### src/rsl_pkg.sv
package rsl_pkg;

  // ----------------------------------------------------------------
  // register map, word aligned byte addresses
  // ----------------------------------------------------------------
  localparam logic [7:0] RSL_ADR_CAUSE   = 8'h00;  // reset_cause_status
  localparam logic [7:0] RSL_ADR_EVSTAT  = 8'h04;  // sticky event status, clear on read
  localparam logic [7:0] RSL_ADR_EVMASK  = 8'h08;  // event mask, same layout

  // ----------------------------------------------------------------
  // reset_cause_status field positions
  // ----------------------------------------------------------------
  localparam int RSL_BIT_TRAP  = 15;  // trap_conflict_flag
  localparam int RSL_BIT_ILLOP = 14;  // illegal_op_flag
  localparam int RSL_BIT_EXTERNAL_PIN_RESET_FLAG  = 7;   // external_pin_reset_flag
  localparam int RSL_BIT_SWRST = 6;   // software_reset_flag
  localparam int RSL_BIT_WDSEN = 5;   // watchdog_soft_enable
  localparam int RSL_BIT_WATCHDOG_TIMEOUT_FLAG  = 4;   // watchdog_timeout_flag
  localparam int RSL_BIT_BOR   = 1;   // brownout_flag
  localparam int RSL_BIT_POR   = 0;   // power-on flag

  // implemented bits; 13..8 and 3..2 read as zero here
  localparam logic [15:0] RSL_CAUSE_IMPL  = 16'hC0F3;
  localparam logic [15:0] RSL_CAUSE_RST   = 16'h0001;
  localparam logic [15:0] RSL_EVSTAT_RST  = 16'h0000;
  localparam logic [15:0] RSL_EVMASK_RST  = 16'h0000;

  // ----------------------------------------------------------------
  // timing
  // ----------------------------------------------------------------
  localparam int RSL_CLK_PERIOD_NS = 20;
  localparam int RSL_MRST_HOLD_NS  = 100;  // least master reset width
  localparam int RSL_MRST_HOLD_CYC =
    (RSL_MRST_HOLD_NS + RSL_CLK_PERIOD_NS - 1) / RSL_CLK_PERIOD_NS;
  localparam logic [3:0] RSL_MRST_HOLD_CNT = 4'(RSL_MRST_HOLD_CYC);

  // number of pin sources passed through the synchroniser
  localparam int RSL_NUM_PINS = 2;
  localparam int RSL_PIN_MASTER_CLEAR_PIN = 0;
  localparam int RSL_PIN_BOR  = 1;

endpackage

### src/rsl_sync_if.sv
interface rsl_sync_if;
  logic [rsl_pkg::RSL_NUM_PINS-1:0] raw;    // asynchronous pin levels, active high
  logic [rsl_pkg::RSL_NUM_PINS-1:0] level;  // filtered levels in i_clk domain

  modport sync (input raw, output level);
  modport user (output raw, input level);
endinterface
### src/rsl_pin_sync.sv
module rsl_pin_sync (
  input wire logic i_clk,
  input wire logic i_rst_n,
  rsl_sync_if.sync sif
);

  // ----------------------------------------------------------------
  // three stage synchroniser per pin
  // ----------------------------------------------------------------
  genvar g;
  generate
    for (g = 0; g < rsl_pkg::RSL_NUM_PINS; g++) begin : g_pin
      logic s1_r;
      logic s2_r;
      logic s3_r;
      logic lvl_r;

      // s1 only feeds s2, never any logic
      always_ff @(posedge i_clk) begin
        if (!i_rst_n) begin
          s1_r <= 1'b0;
          s2_r <= 1'b0;
          s3_r <= 1'b0;
        end else begin
          s1_r <= sif.raw[g];
          s2_r <= s1_r;
          s3_r <= s2_r;
        end
      end

      // a change counts only once stages two and three agree
      always_ff @(posedge i_clk) begin
        if (!i_rst_n) begin
          lvl_r <= 1'b0;
        end else if (s2_r == s3_r) begin
          lvl_r <= s3_r;
        end
      end

      assign sif.level[g] = lvl_r;
    end
  endgenerate

endmodule

### src/rsl_reset_source_status.sv
// Overview of operation
// - any active reset source asserts master reset
// - each reset sets its matching cause flag
// - power-on clears all flags, sets bit zero
// - software may set/clear flags, no reset
// - undefined registers survive non-power-on resets
// - trap conflict reset sets bit 15
// - illegal opcode/address/uninit pointer sets bit 14
// - master clear pin reset sets bit 7
// - watchdog timeout reset sets bit 4
// - brown-out reset sets bit 1
// - fuse bit one forces watchdog enabled
//
// The implementer's own choices: register access over Wishbone and the register offsets.
module rsl_reset_source_status (
  input  wire logic        i_clk,
  input  wire logic        i_rst_n,
  input  wire logic        i_master_clear_pin_n,
  input  wire logic        i_brownout,
  input  wire logic        i_watchdog_timeout,
  input  wire logic        i_trap_conflict,
  input  wire logic        i_illegal_opcode,
  input  wire logic        i_illegal_addr_mode,
  input  wire logic        i_uninit_wreg_ptr,
  input  wire logic        i_software_reset,
  input  wire logic        i_watchdog_fuse_enable,
  input  wire logic        i_wb_cyc,
  input  wire logic        i_wb_stb,
  input  wire logic        i_wb_we,
  input  wire logic [7:0]  i_wb_adr,
  input  wire logic [31:0] i_wb_dat,
  input  wire logic [3:0]  i_wb_sel,
  output logic      [31:0] o_wb_dat,
  output logic             o_wb_ack,
  output logic             o_master_reset_signal,
  output logic             o_watchdog_enable,
  output logic             o_irq
);

  // ----------------------------------------------------------------
  // pin synchronisation
  // ----------------------------------------------------------------
  rsl_sync_if sif ();

  // master clear pin is active low; present both pins active high
  assign sif.raw[rsl_pkg::RSL_PIN_MASTER_CLEAR_PIN] = ~i_master_clear_pin_n;
  assign sif.raw[rsl_pkg::RSL_PIN_BOR]  = i_brownout;

  rsl_pin_sync u_pin_sync (
    .i_clk   (i_clk),
    .i_rst_n (i_rst_n),
    .sif     (sif)
  );

  logic master_clear_pin_lvl;
  logic bor_lvl;
  logic illegal_any;

  assign master_clear_pin_lvl    = sif.level[rsl_pkg::RSL_PIN_MASTER_CLEAR_PIN];
  assign bor_lvl     = sif.level[rsl_pkg::RSL_PIN_BOR];
  // three distinct faults share one flag
  assign illegal_any = i_illegal_opcode | i_illegal_addr_mode | i_uninit_wreg_ptr;

  // ----------------------------------------------------------------
  // source edges for the event status
  // ----------------------------------------------------------------
  logic master_clear_pin_prev_r;
  logic bor_prev_r;

  // previous filtered pin levels, for rising edge detection
  always_ff @(posedge i_clk) begin
    if (!i_rst_n) begin
      master_clear_pin_prev_r <= 1'b0;
      bor_prev_r  <= 1'b0;
    end else begin
      master_clear_pin_prev_r <= master_clear_pin_lvl;
      bor_prev_r  <= bor_lvl;
    end
  end

  // flag set terms: level while the source is active
  logic [15:0] cause_set;
  // interrupt event terms: one pulse per reset occurrence
  logic [15:0] ev_set;

  always_comb begin
    cause_set                           = 16'h0000;
    cause_set[rsl_pkg::RSL_BIT_TRAP]    = i_trap_conflict;
    cause_set[rsl_pkg::RSL_BIT_ILLOP]   = illegal_any;
    cause_set[rsl_pkg::RSL_BIT_EXTERNAL_PIN_RESET_FLAG]    = master_clear_pin_lvl;
    cause_set[rsl_pkg::RSL_BIT_SWRST]   = i_software_reset;
    cause_set[rsl_pkg::RSL_BIT_WATCHDOG_TIMEOUT_FLAG]    = i_watchdog_timeout;
    cause_set[rsl_pkg::RSL_BIT_BOR]     = bor_lvl;
  end

  // pins give edges; core sources are already one-cycle pulses
  always_comb begin
    ev_set                         = cause_set;
    ev_set[rsl_pkg::RSL_BIT_EXTERNAL_PIN_RESET_FLAG]  = master_clear_pin_lvl & ~master_clear_pin_prev_r;
    ev_set[rsl_pkg::RSL_BIT_BOR]   = bor_lvl & ~bor_prev_r;
  end

  // ----------------------------------------------------------------
  // master reset generation
  // ----------------------------------------------------------------
  logic       src_active;
  logic [3:0] hold_cnt_r;

  // any source active; the set is everything except the power-on flag
  assign src_active = |cause_set;

  // stretch so even a one-cycle source gives a full-width reset
  always_ff @(posedge i_clk) begin
    if (!i_rst_n) begin
      hold_cnt_r <= rsl_pkg::RSL_MRST_HOLD_CNT;
    end else if (src_active) begin
      hold_cnt_r <= rsl_pkg::RSL_MRST_HOLD_CNT;
    end else if (hold_cnt_r != 4'h0) begin
      hold_cnt_r <= hold_cnt_r - 4'h1;
    end
  end

  // power-on holds the output high as well
  always_ff @(posedge i_clk) begin
    if (!i_rst_n) begin
      o_master_reset_signal <= 1'b1;
    end else begin
      o_master_reset_signal <= src_active | (hold_cnt_r != 4'h0);
    end
  end

  // ----------------------------------------------------------------
  // wishbone slave decode
  // ----------------------------------------------------------------
  logic req;
  logic wr_cause;
  logic wr_mask;
  logic rd_evstat;

  // one access per request; o_wb_ack blocks a second take of the same one
  assign req       = i_wb_cyc & i_wb_stb & ~o_wb_ack;
  assign wr_cause  = req & i_wb_we & (i_wb_adr == rsl_pkg::RSL_ADR_CAUSE);
  assign wr_mask   = req & i_wb_we & (i_wb_adr == rsl_pkg::RSL_ADR_EVMASK);
  assign rd_evstat = req & ~i_wb_we & (i_wb_adr == rsl_pkg::RSL_ADR_EVSTAT);

  logic [15:0] wmask;

  // byte lanes 0 and 1 hold the 16-bit registers
  assign wmask = {{8{i_wb_sel[1]}}, {8{i_wb_sel[0]}}};

  // ----------------------------------------------------------------
  // reset_cause_status
  // ----------------------------------------------------------------
  logic [15:0] cause_r;
  logic [15:0] cause_nxt;

  // software write first, then hardware set, so a set never gets lost
  always_comb begin
    cause_nxt = cause_r;
    if (wr_cause) begin
      cause_nxt = (cause_r & ~wmask) | (i_wb_dat[15:0] & wmask);
    end
    cause_nxt = (cause_nxt | cause_set) & rsl_pkg::RSL_CAUSE_IMPL;
  end

  // of the resets only power-on clears it; master reset from other sources keeps it
  always_ff @(posedge i_clk) begin
    if (!i_rst_n) begin
      cause_r <= rsl_pkg::RSL_CAUSE_RST;
    end else begin
      cause_r <= cause_nxt;
    end
  end

  // flag writes never feed src_active, so writing one starts no reset
  // fuse left unprogrammed overrides the soft enable
  always_ff @(posedge i_clk) begin
    if (!i_rst_n) begin
      o_watchdog_enable <= 1'b1;  // safe side until the fuse is seen
    end else begin
      o_watchdog_enable <= i_watchdog_fuse_enable |
                           cause_r[rsl_pkg::RSL_BIT_WDSEN];
    end
  end

  // ----------------------------------------------------------------
  // interrupt status and mask
  // ----------------------------------------------------------------
  logic [15:0] evstat_r;
  logic [15:0] evstat_nxt;
  logic [15:0] evmask_r;

  // clear on read; an event in the read cycle survives it
  always_comb begin
    evstat_nxt = evstat_r;
    if (rd_evstat) begin
      evstat_nxt = 16'h0000;
    end
    evstat_nxt = (evstat_nxt | ev_set) & rsl_pkg::RSL_CAUSE_IMPL;
  end

  always_ff @(posedge i_clk) begin
    if (!i_rst_n) begin
      evstat_r <= rsl_pkg::RSL_EVSTAT_RST;
    end else begin
      evstat_r <= evstat_nxt;
    end
  end

  // mask written through byte lanes
  always_ff @(posedge i_clk) begin
    if (!i_rst_n) begin
      evmask_r <= rsl_pkg::RSL_EVMASK_RST;
    end else if (wr_mask) begin
      evmask_r <= ((evmask_r & ~wmask) | (i_wb_dat[15:0] & wmask)) &
                  rsl_pkg::RSL_CAUSE_IMPL;
    end
  end

  // level output, registered from evstat_nxt so it changes in the same cycle as evstat_r
  always_ff @(posedge i_clk) begin
    if (!i_rst_n) begin
      o_irq <= 1'b0;
    end else begin
      o_irq <= |(evstat_nxt & evmask_r);
    end
  end

  // ----------------------------------------------------------------
  // wishbone answer
  // ----------------------------------------------------------------
  // ack one cycle after the request, dropped the cycle after
  always_ff @(posedge i_clk) begin
    if (!i_rst_n) begin
      o_wb_ack <= 1'b0;
    end else begin
      o_wb_ack <= req;
    end
  end

  // read data captured with the ack; unmapped addresses read zero
  always_ff @(posedge i_clk) begin
    if (!i_rst_n) begin
      o_wb_dat <= 32'h0000_0000;
    end else if (req & ~i_wb_we) begin
      case (i_wb_adr)
        rsl_pkg::RSL_ADR_CAUSE:  o_wb_dat <= {16'h0000, cause_r};
        rsl_pkg::RSL_ADR_EVSTAT: o_wb_dat <= {16'h0000, evstat_r};
        rsl_pkg::RSL_ADR_EVMASK: o_wb_dat <= {16'h0000, evmask_r};
        default:                 o_wb_dat <= 32'h0000_0000;
      endcase
    end
  end

endmodule

### config.mk
export PLATFORM = sky130hd
export DESIGN_NAME = rsl_reset_source_status
export DESIGN_NICKNAME = d
export VERILOG_FILES = /design/src/rsl_pkg.sv /design/src/rsl_sync_if.sv /design/src/rsl_pin_sync.sv /design/src/rsl_reset_source_status.sv
export SDC_FILE = /design/constraint.sdc
export NUM_CORES = 1
export LEC_CHECK = 0
export BUFFER_PORTS_ARGS = -buffer_cell sky130_fd_sc_hd__buf_4
export CORE_ASPECT_RATIO = 0.7
export CORE_UTILIZATION = 49
export CTS_BUF_LIST = sky130_fd_sc_hd__clkbuf_8
export DETAILED_ROUTE_END_ITERATION = 7
export GPL_TIMING_DRIVEN = 1
export PLACE_DENSITY_LB_ADDON = 0.3
export SLEW_MARGIN = 20
export SYNTH_ARGS = -nofsm -noshare
export SYNTH_HDL_FRONTEND = slang
export SYNTH_SLANG_ARGS = --single-unit
### constraint.sdc
create_clock -name i_clk -period 3.3 [get_ports i_clk]
set_clock_uncertainty 0.05 [all_clocks]
set_input_delay 0.165 -clock i_clk [delete_from_list [all_inputs] [get_ports i_clk]]
set_output_delay 0.165 -clock i_clk [all_outputs]
set_load 0.005 [all_outputs]
# Word level (Yosys, flattened, before mapping)
# Index checks and enable logic that the tools add are counted.
# word_totals
ff_bits	90
inputBits	58
out_inout_bits	36
elab_cells	62
# classes
n_addsub	1
eq_ne	4
muxes	3
bitwise_logic	28
n_reduce_logical	5
# op_table
cell	n
bitwise AND 16 bit	4
OR 16 bit	4
one-hot mux 16 bit (3 select lines)	1
2-to-1 mux 16 bit	2
NOT 16 bit	1
OR reduction 16 bit	1
bitwise AND 1 bit	9
equality test 8 x 3 -> 1 bit, second input constant	1
equality test 8 x 4 -> 1 bit, second input constant	1
logical NOT 8 bit	1
OR reduction 7 bit	1
NOT 1 bit	6
OR reduction 6 bit	1
OR 1 bit	4
nonzero test 4 bit	1
subtractor 4 x 1 -> 4 bit, second input constant	1
equality test 1 bit	2

# Longest topological paths before layout
# depth
word_depth	8
ltp_mapped	7
ltp_nobuf	7

# By module
# Synthesis repeated with hierarchy kept, for this count alone.
# hier_totals
hier_cells	239
hier_area_um2	2341.0
# modules_own_cells
mod	n_inst	cells_per_inst	area_per_inst_um2	seq_area_each_um2
rsl_reset_source_status	1	217	2088.3	840.8
rsl_pin_sync	1	22	252.7	160.2

# Least setup slack after synthesis
# Ideal clock, no wire load.
# synth_path
path_type	reg-to-reg
start	reg o_wb_ack
end	reg o_irq
setup_time_ps	125
arrival_ps	1531
slack_ps	1594
path_stages_with_launch	6
path_buffers	0
synth_period_minus_slack_ps	1706
cell_sequence	dfxtp_1 > nor4bb_1 > nand4_2 > a21oi_1 > o22ai_1 > o41a_1
# synth_via
elab_chain_cells	8
# synth_lines
item	line_no	text
from (decl)	rsl_reset_source_status.sv:34	output logic o_wb_ack,
from (signal assigned)	rsl_reset_source_status.sv:237	o_wb_ack <= req;
NOT 1 bit	rsl_reset_source_status.sv:141	assign req = i_wb_cyc & i_wb_stb & ~o_wb_ack;
bitwise AND 1 bit	rsl_reset_source_status.sv:141	
bitwise AND 1 bit (2 in a row)	rsl_reset_source_status.sv:144	assign rd_evstat = req & ~i_wb_we & (i_wb_adr == rsl_pkg::RSL_ADR_EVSTAT);
2-to-1 mux 16 bit	rsl_reset_source_status.sv:196	if (rd_evstat) begin
OR 16 bit	rsl_reset_source_status.sv:199	evstat_nxt = (evstat_nxt | ev_set) & rsl_pkg::RSL_CAUSE_IMPL;
bitwise AND 16 bit	rsl_reset_source_status.sv:225	o_irq <= |(evstat_nxt & evmask_r);
OR reduction 16 bit	rsl_reset_source_status.sv:225	
to (signal assigned)	rsl_reset_source_status.sv:225	
to (decl)	rsl_reset_source_status.sv:37	output logic o_irq
# Every way passes these cells.
# A chain may end at the register's enable or synchronous reset.

# Worst setup path in the final report
# layout_path
start	reg o_wb_ack
end	reg cause_r[1]
# layout_via
elab_chain_cells	6
# layout_lines
item	line_no	text
NOT 1 bit	rsl_reset_source_status.sv:141	
bitwise AND 1 bit	rsl_reset_source_status.sv:141	
bitwise AND 1 bit (2 in a row)	rsl_reset_source_status.sv:142	assign wr_cause = req & i_wb_we & (i_wb_adr == rsl_pkg::RSL_ADR_CAUSE);
2-to-1 mux 16 bit	rsl_reset_source_status.sv:160	if (wr_cause) begin
OR 16 bit	rsl_reset_source_status.sv:163	cause_nxt = (cause_nxt | cause_set) & rsl_pkg::RSL_CAUSE_IMPL;
to (signal assigned)	rsl_reset_source_status.sv:169	cause_r <= rsl_pkg::RSL_CAUSE_RST;
to (signal assigned)	rsl_reset_source_status.sv:171	cause_r <= cause_nxt;
to (decl)	rsl_reset_source_status.sv:154	logic [15:0] cause_r;
# Every way passes these cells.

==> flow_summary.ini <==
[outcome]
status = complete, no violations

[sta]
tightest_slew_ns = 0.907
hold_violations = 0
rsz0062_at_grt = no
fin_crit_ns = 1.96
fin_crit_sh_pct = 59.3
setup_violations = 0
worst_slack_ns = 1.34
max_freq_mhz = 511
drv_slew = 0
fin_setup_tns_ns = 0
slew_headroom_pct = 39.0

[cts]
ctsResizeCount = 0
htree_levels = 2
cts_buffers = 5
root_buffer = clkbuf_8
clk_latency_ns = 0.30
clk_pin_slew_ns = 0.08
cts_buffer_depth = 2
cts_tree = yes
clock_sinks = 50

[synthesis]
syn_area_um2 = 2290
synth_top_family_by_area = simple AND/OR/NAND/NOR gates
synth-main-ff-cell = dfxtp_1
synth_mux_area_share_pct = 7.42
synth_compound_area_share_pct = 12.7
yosys.area_share.simple_pct = 23.5
synth_fa_ha_area_share_pct = 1.09
async_flop_share_pct = 0
synth-seq-area-share_pct = 43.7
synth.avg_cell_area_um2 = 9.32
ys_warn_count = 0
synth_cell_types = 35
ys_ff_latch = 50
synthXorXnorAreaFrac_pct = 0.382
synth_edf_count = 0
syn_inst = 246

[min_path]
hp-class = in2reg

[job]
cap_violations = 0

[power]
p_total_w = 0.00107
leakagePower_nw = 1.10
max-vdd-ir-drop_v = 0.000195
power_density_nw_per_um2 = 400

[worst_setup_path]
reg2reg_slack_ns = 1.34
end_kind = register
criticalPathCategory = reg2reg
crit_path_max_incr_delay_ns = 0.73
crit_arrival_ns = 2.15
cp-start-kind = register
r2r-start = o_wb_ack$_SDFF_PN0_
critPathMaxFanout = 6
reg2reg_depth = 5
worstPathRequired_ns = 3.50
cp_num_cells = 5
worst-path-buf-inv = 0
crit_start = o_wb_ack$_SDFF_PN0_
rr_endpoint = cause_r[1]$_SDFF_PN0_
crit_end = cause_r[1]$_SDFF_PN0_
cp_slowest_cell = nor4_1
crit_path_cell_trace = and3b_1, nand3_1, nor4_1, or3_1, o311a_1
critical-path-top-delay-family = simple AND/OR/NAND/NOR gates

[placement]
hpwlAfterDp_um = 3280
dp_slack_ns = 1.29
io_buffers = 43
gp_congestion = 0.774

[grt]
grt_pass1_wl_um = 7380
gr-usage-all-layers_pct = 19.4
gr-total-overflow = 0
antenna_found_initial = 0
grt_pass1_vias = 1574
grt_max_degree = 47

[drt]
antenna_left = 0
route.detailed.drc = 0
drtIter0Drc = 87
vias = 1715
wl_per_cell_um = 13.0
drt_wl_total_um = 4470
dr.pass1.iters = 4
vias_per_cell = 4.99

[final_layout]
drive_above_1_share_pct = 19.4
antenna-diode-count = 0
num-nets-final = 348
area.growth.synth_to_final_pct = 16.3

[floorplanning]
pin_count = 94
dieArea_um2 = 4960
core_um2 = 4400
rows = 20
fp.dieH_um = 59.2
fp.dieW_um = 83.8
start_util_pct = 52.0
-- cell usage after synthesis, types with 2 or more instances --
cell type / number / area [um2]
dfxtp_1: 50 / 1000
o22ai_1: 2 / 12.5
and2_1: 8 / 50.1
and3_1: 3 / 18.8
or3_1: 5 / 31.3
ha_1: 2 / 25.0
nand2_1: 20 / 75.1
nor4_4: 2 / 42.5
o21ai_0: 11 / 55.1
nand2b_1: 3 / 18.8
mux2i_1: 17 / 170
nor2b_1: 26 / 163
a22oi_1: 8 / 60.1
a21oi_1: 7 / 35.0
buf_4: 25 / 188
inv_1: 8 / 30.0
buf_2: 2 / 10.0
or4_1: 2 / 15.0
o311a_1: 5 / 50.1
nor4_1: 3 / 18.8
clkbuf_1: 7 / 26.3
nor2_1: 7 / 26.3
nor3_1: 2 / 10.0
nand3_1: 5 / 25.0
a21boi_0: 6 / 45.0
-- stage by stage --
step | hold slack [ns] | utilization [%] | instances | area (um2)
final | 0.0234 | 60.5 | 344 | 2670
after global routing | 0.0137 | 60.5 | 344 | 2670
after CTS | 0.0168 | 60.5 | 344 | 2670
after detailed placement | 0.272 | 58.0 | 334 | 2550
after global placement | 0.270 | 58.0 | 334 | 2550
after floorplan | 0.187 | - | 269 | 2380
-- metal layers --
layer | track usage, % | routed length (um) | up-vias
li1 | - | - | 879
met3 | 5.15 | 286 | 7
met5 | 0 | 0 | -
met4 | 7.99 | 65 | 0
met2 | 29.3 | 1900 | 53
met1 | 26.6 | 2220 | 776
-- cells by family (layout without fill, tap and decap cells) --
kind of cell | Yosys count | after routing
xor+xnor | 1 | 1
compound gates | 42 | 42
other cells | 1 | 24
buf+inv | 42 | 62
flops | 50 | 50
mux | 17 | 17
simple gates | 91 | 91
fa+ha+maj | 2 | 2
-- layout make-up --
cell class | count | area (um2)
Multi-Input combinational cell | 177 | 1120
Inverter | 8 | 30.0
Fill cell | 411 | 1740
Clock buffer | 6 | 82.6
Tap cell | 55 | 68.8
Timing Repair Buffer | 46 | 350
Clock inverter | 2 | 8.76
Sequential cell | 50 | 1000
-- layout by cell type (no fill, tap or decap), types with 6 or more instances in the layout --
| master | count |
|---|---|
| o21ai_0 | 11 |
| inv_1 | 9 |
| nor2_1 | 7 |
| mux2i_1 | 17 |
| a21boi_0 | 6 |
| buf_4 | 44 |
| conb_1 | 24 |
| nand2_1 | 20 |
| nor2b_1 | 26 |
| a22oi_1 | 8 |
| and2_1 | 8 |
| clkbuf_8 | 6 |
| a21oi_1 | 7 |
| dfxtp_1 | 50 |
-- how the worst min path moves through the flow --
stage / from / to / cells after the start
2_1_floorplan: i_master_clear_pin_n / u_pin_sync.g_pin[0].s1_r$_SDFF_PN0_ / 1
3_3_place_gp: i_master_clear_pin_n / u_pin_sync.g_pin[0].s1_r$_SDFF_PN0_ / 2
3_5_place_dp: i_master_clear_pin_n / u_pin_sync.g_pin[0].s1_r$_SDFF_PN0_ / 2
4_1_cts: i_brownout / u_pin_sync.g_pin[1].s1_r$_SDFF_PN0_ / 2
5_1_grt: i_brownout / u_pin_sync.g_pin[1].s1_r$_SDFF_PN0_ / 2
6_report: i_brownout / u_pin_sync.g_pin[1].s1_r$_SDFF_PN0_ / 2
-- worst register-to-register path: cells and delay by family, from the launching register on --
kind               cells  cell delay [ns]
and+or+nand+nor        4             1.39
AOI/OAI and AO/OA      1             0.15
DFF                    1             0.32
-- what timing repair did --
action | 4_1_cts | 5_1_grt
setup buffers | 0 | 0
endpoints found under the hold margin | 2 | 0
hold buffers | 2 | 0
-- power by group --
group	total [W]	switching (W)	internal (W)
Combinational	0.0000925	0.0000458	0.0000467
Clock	0.000356	0.000190	0.000166
Sequential	0.000619	0.00000458	0.000614
Total	0.00107	0.000240	0.000827
(Power assumes the default switching activity.)
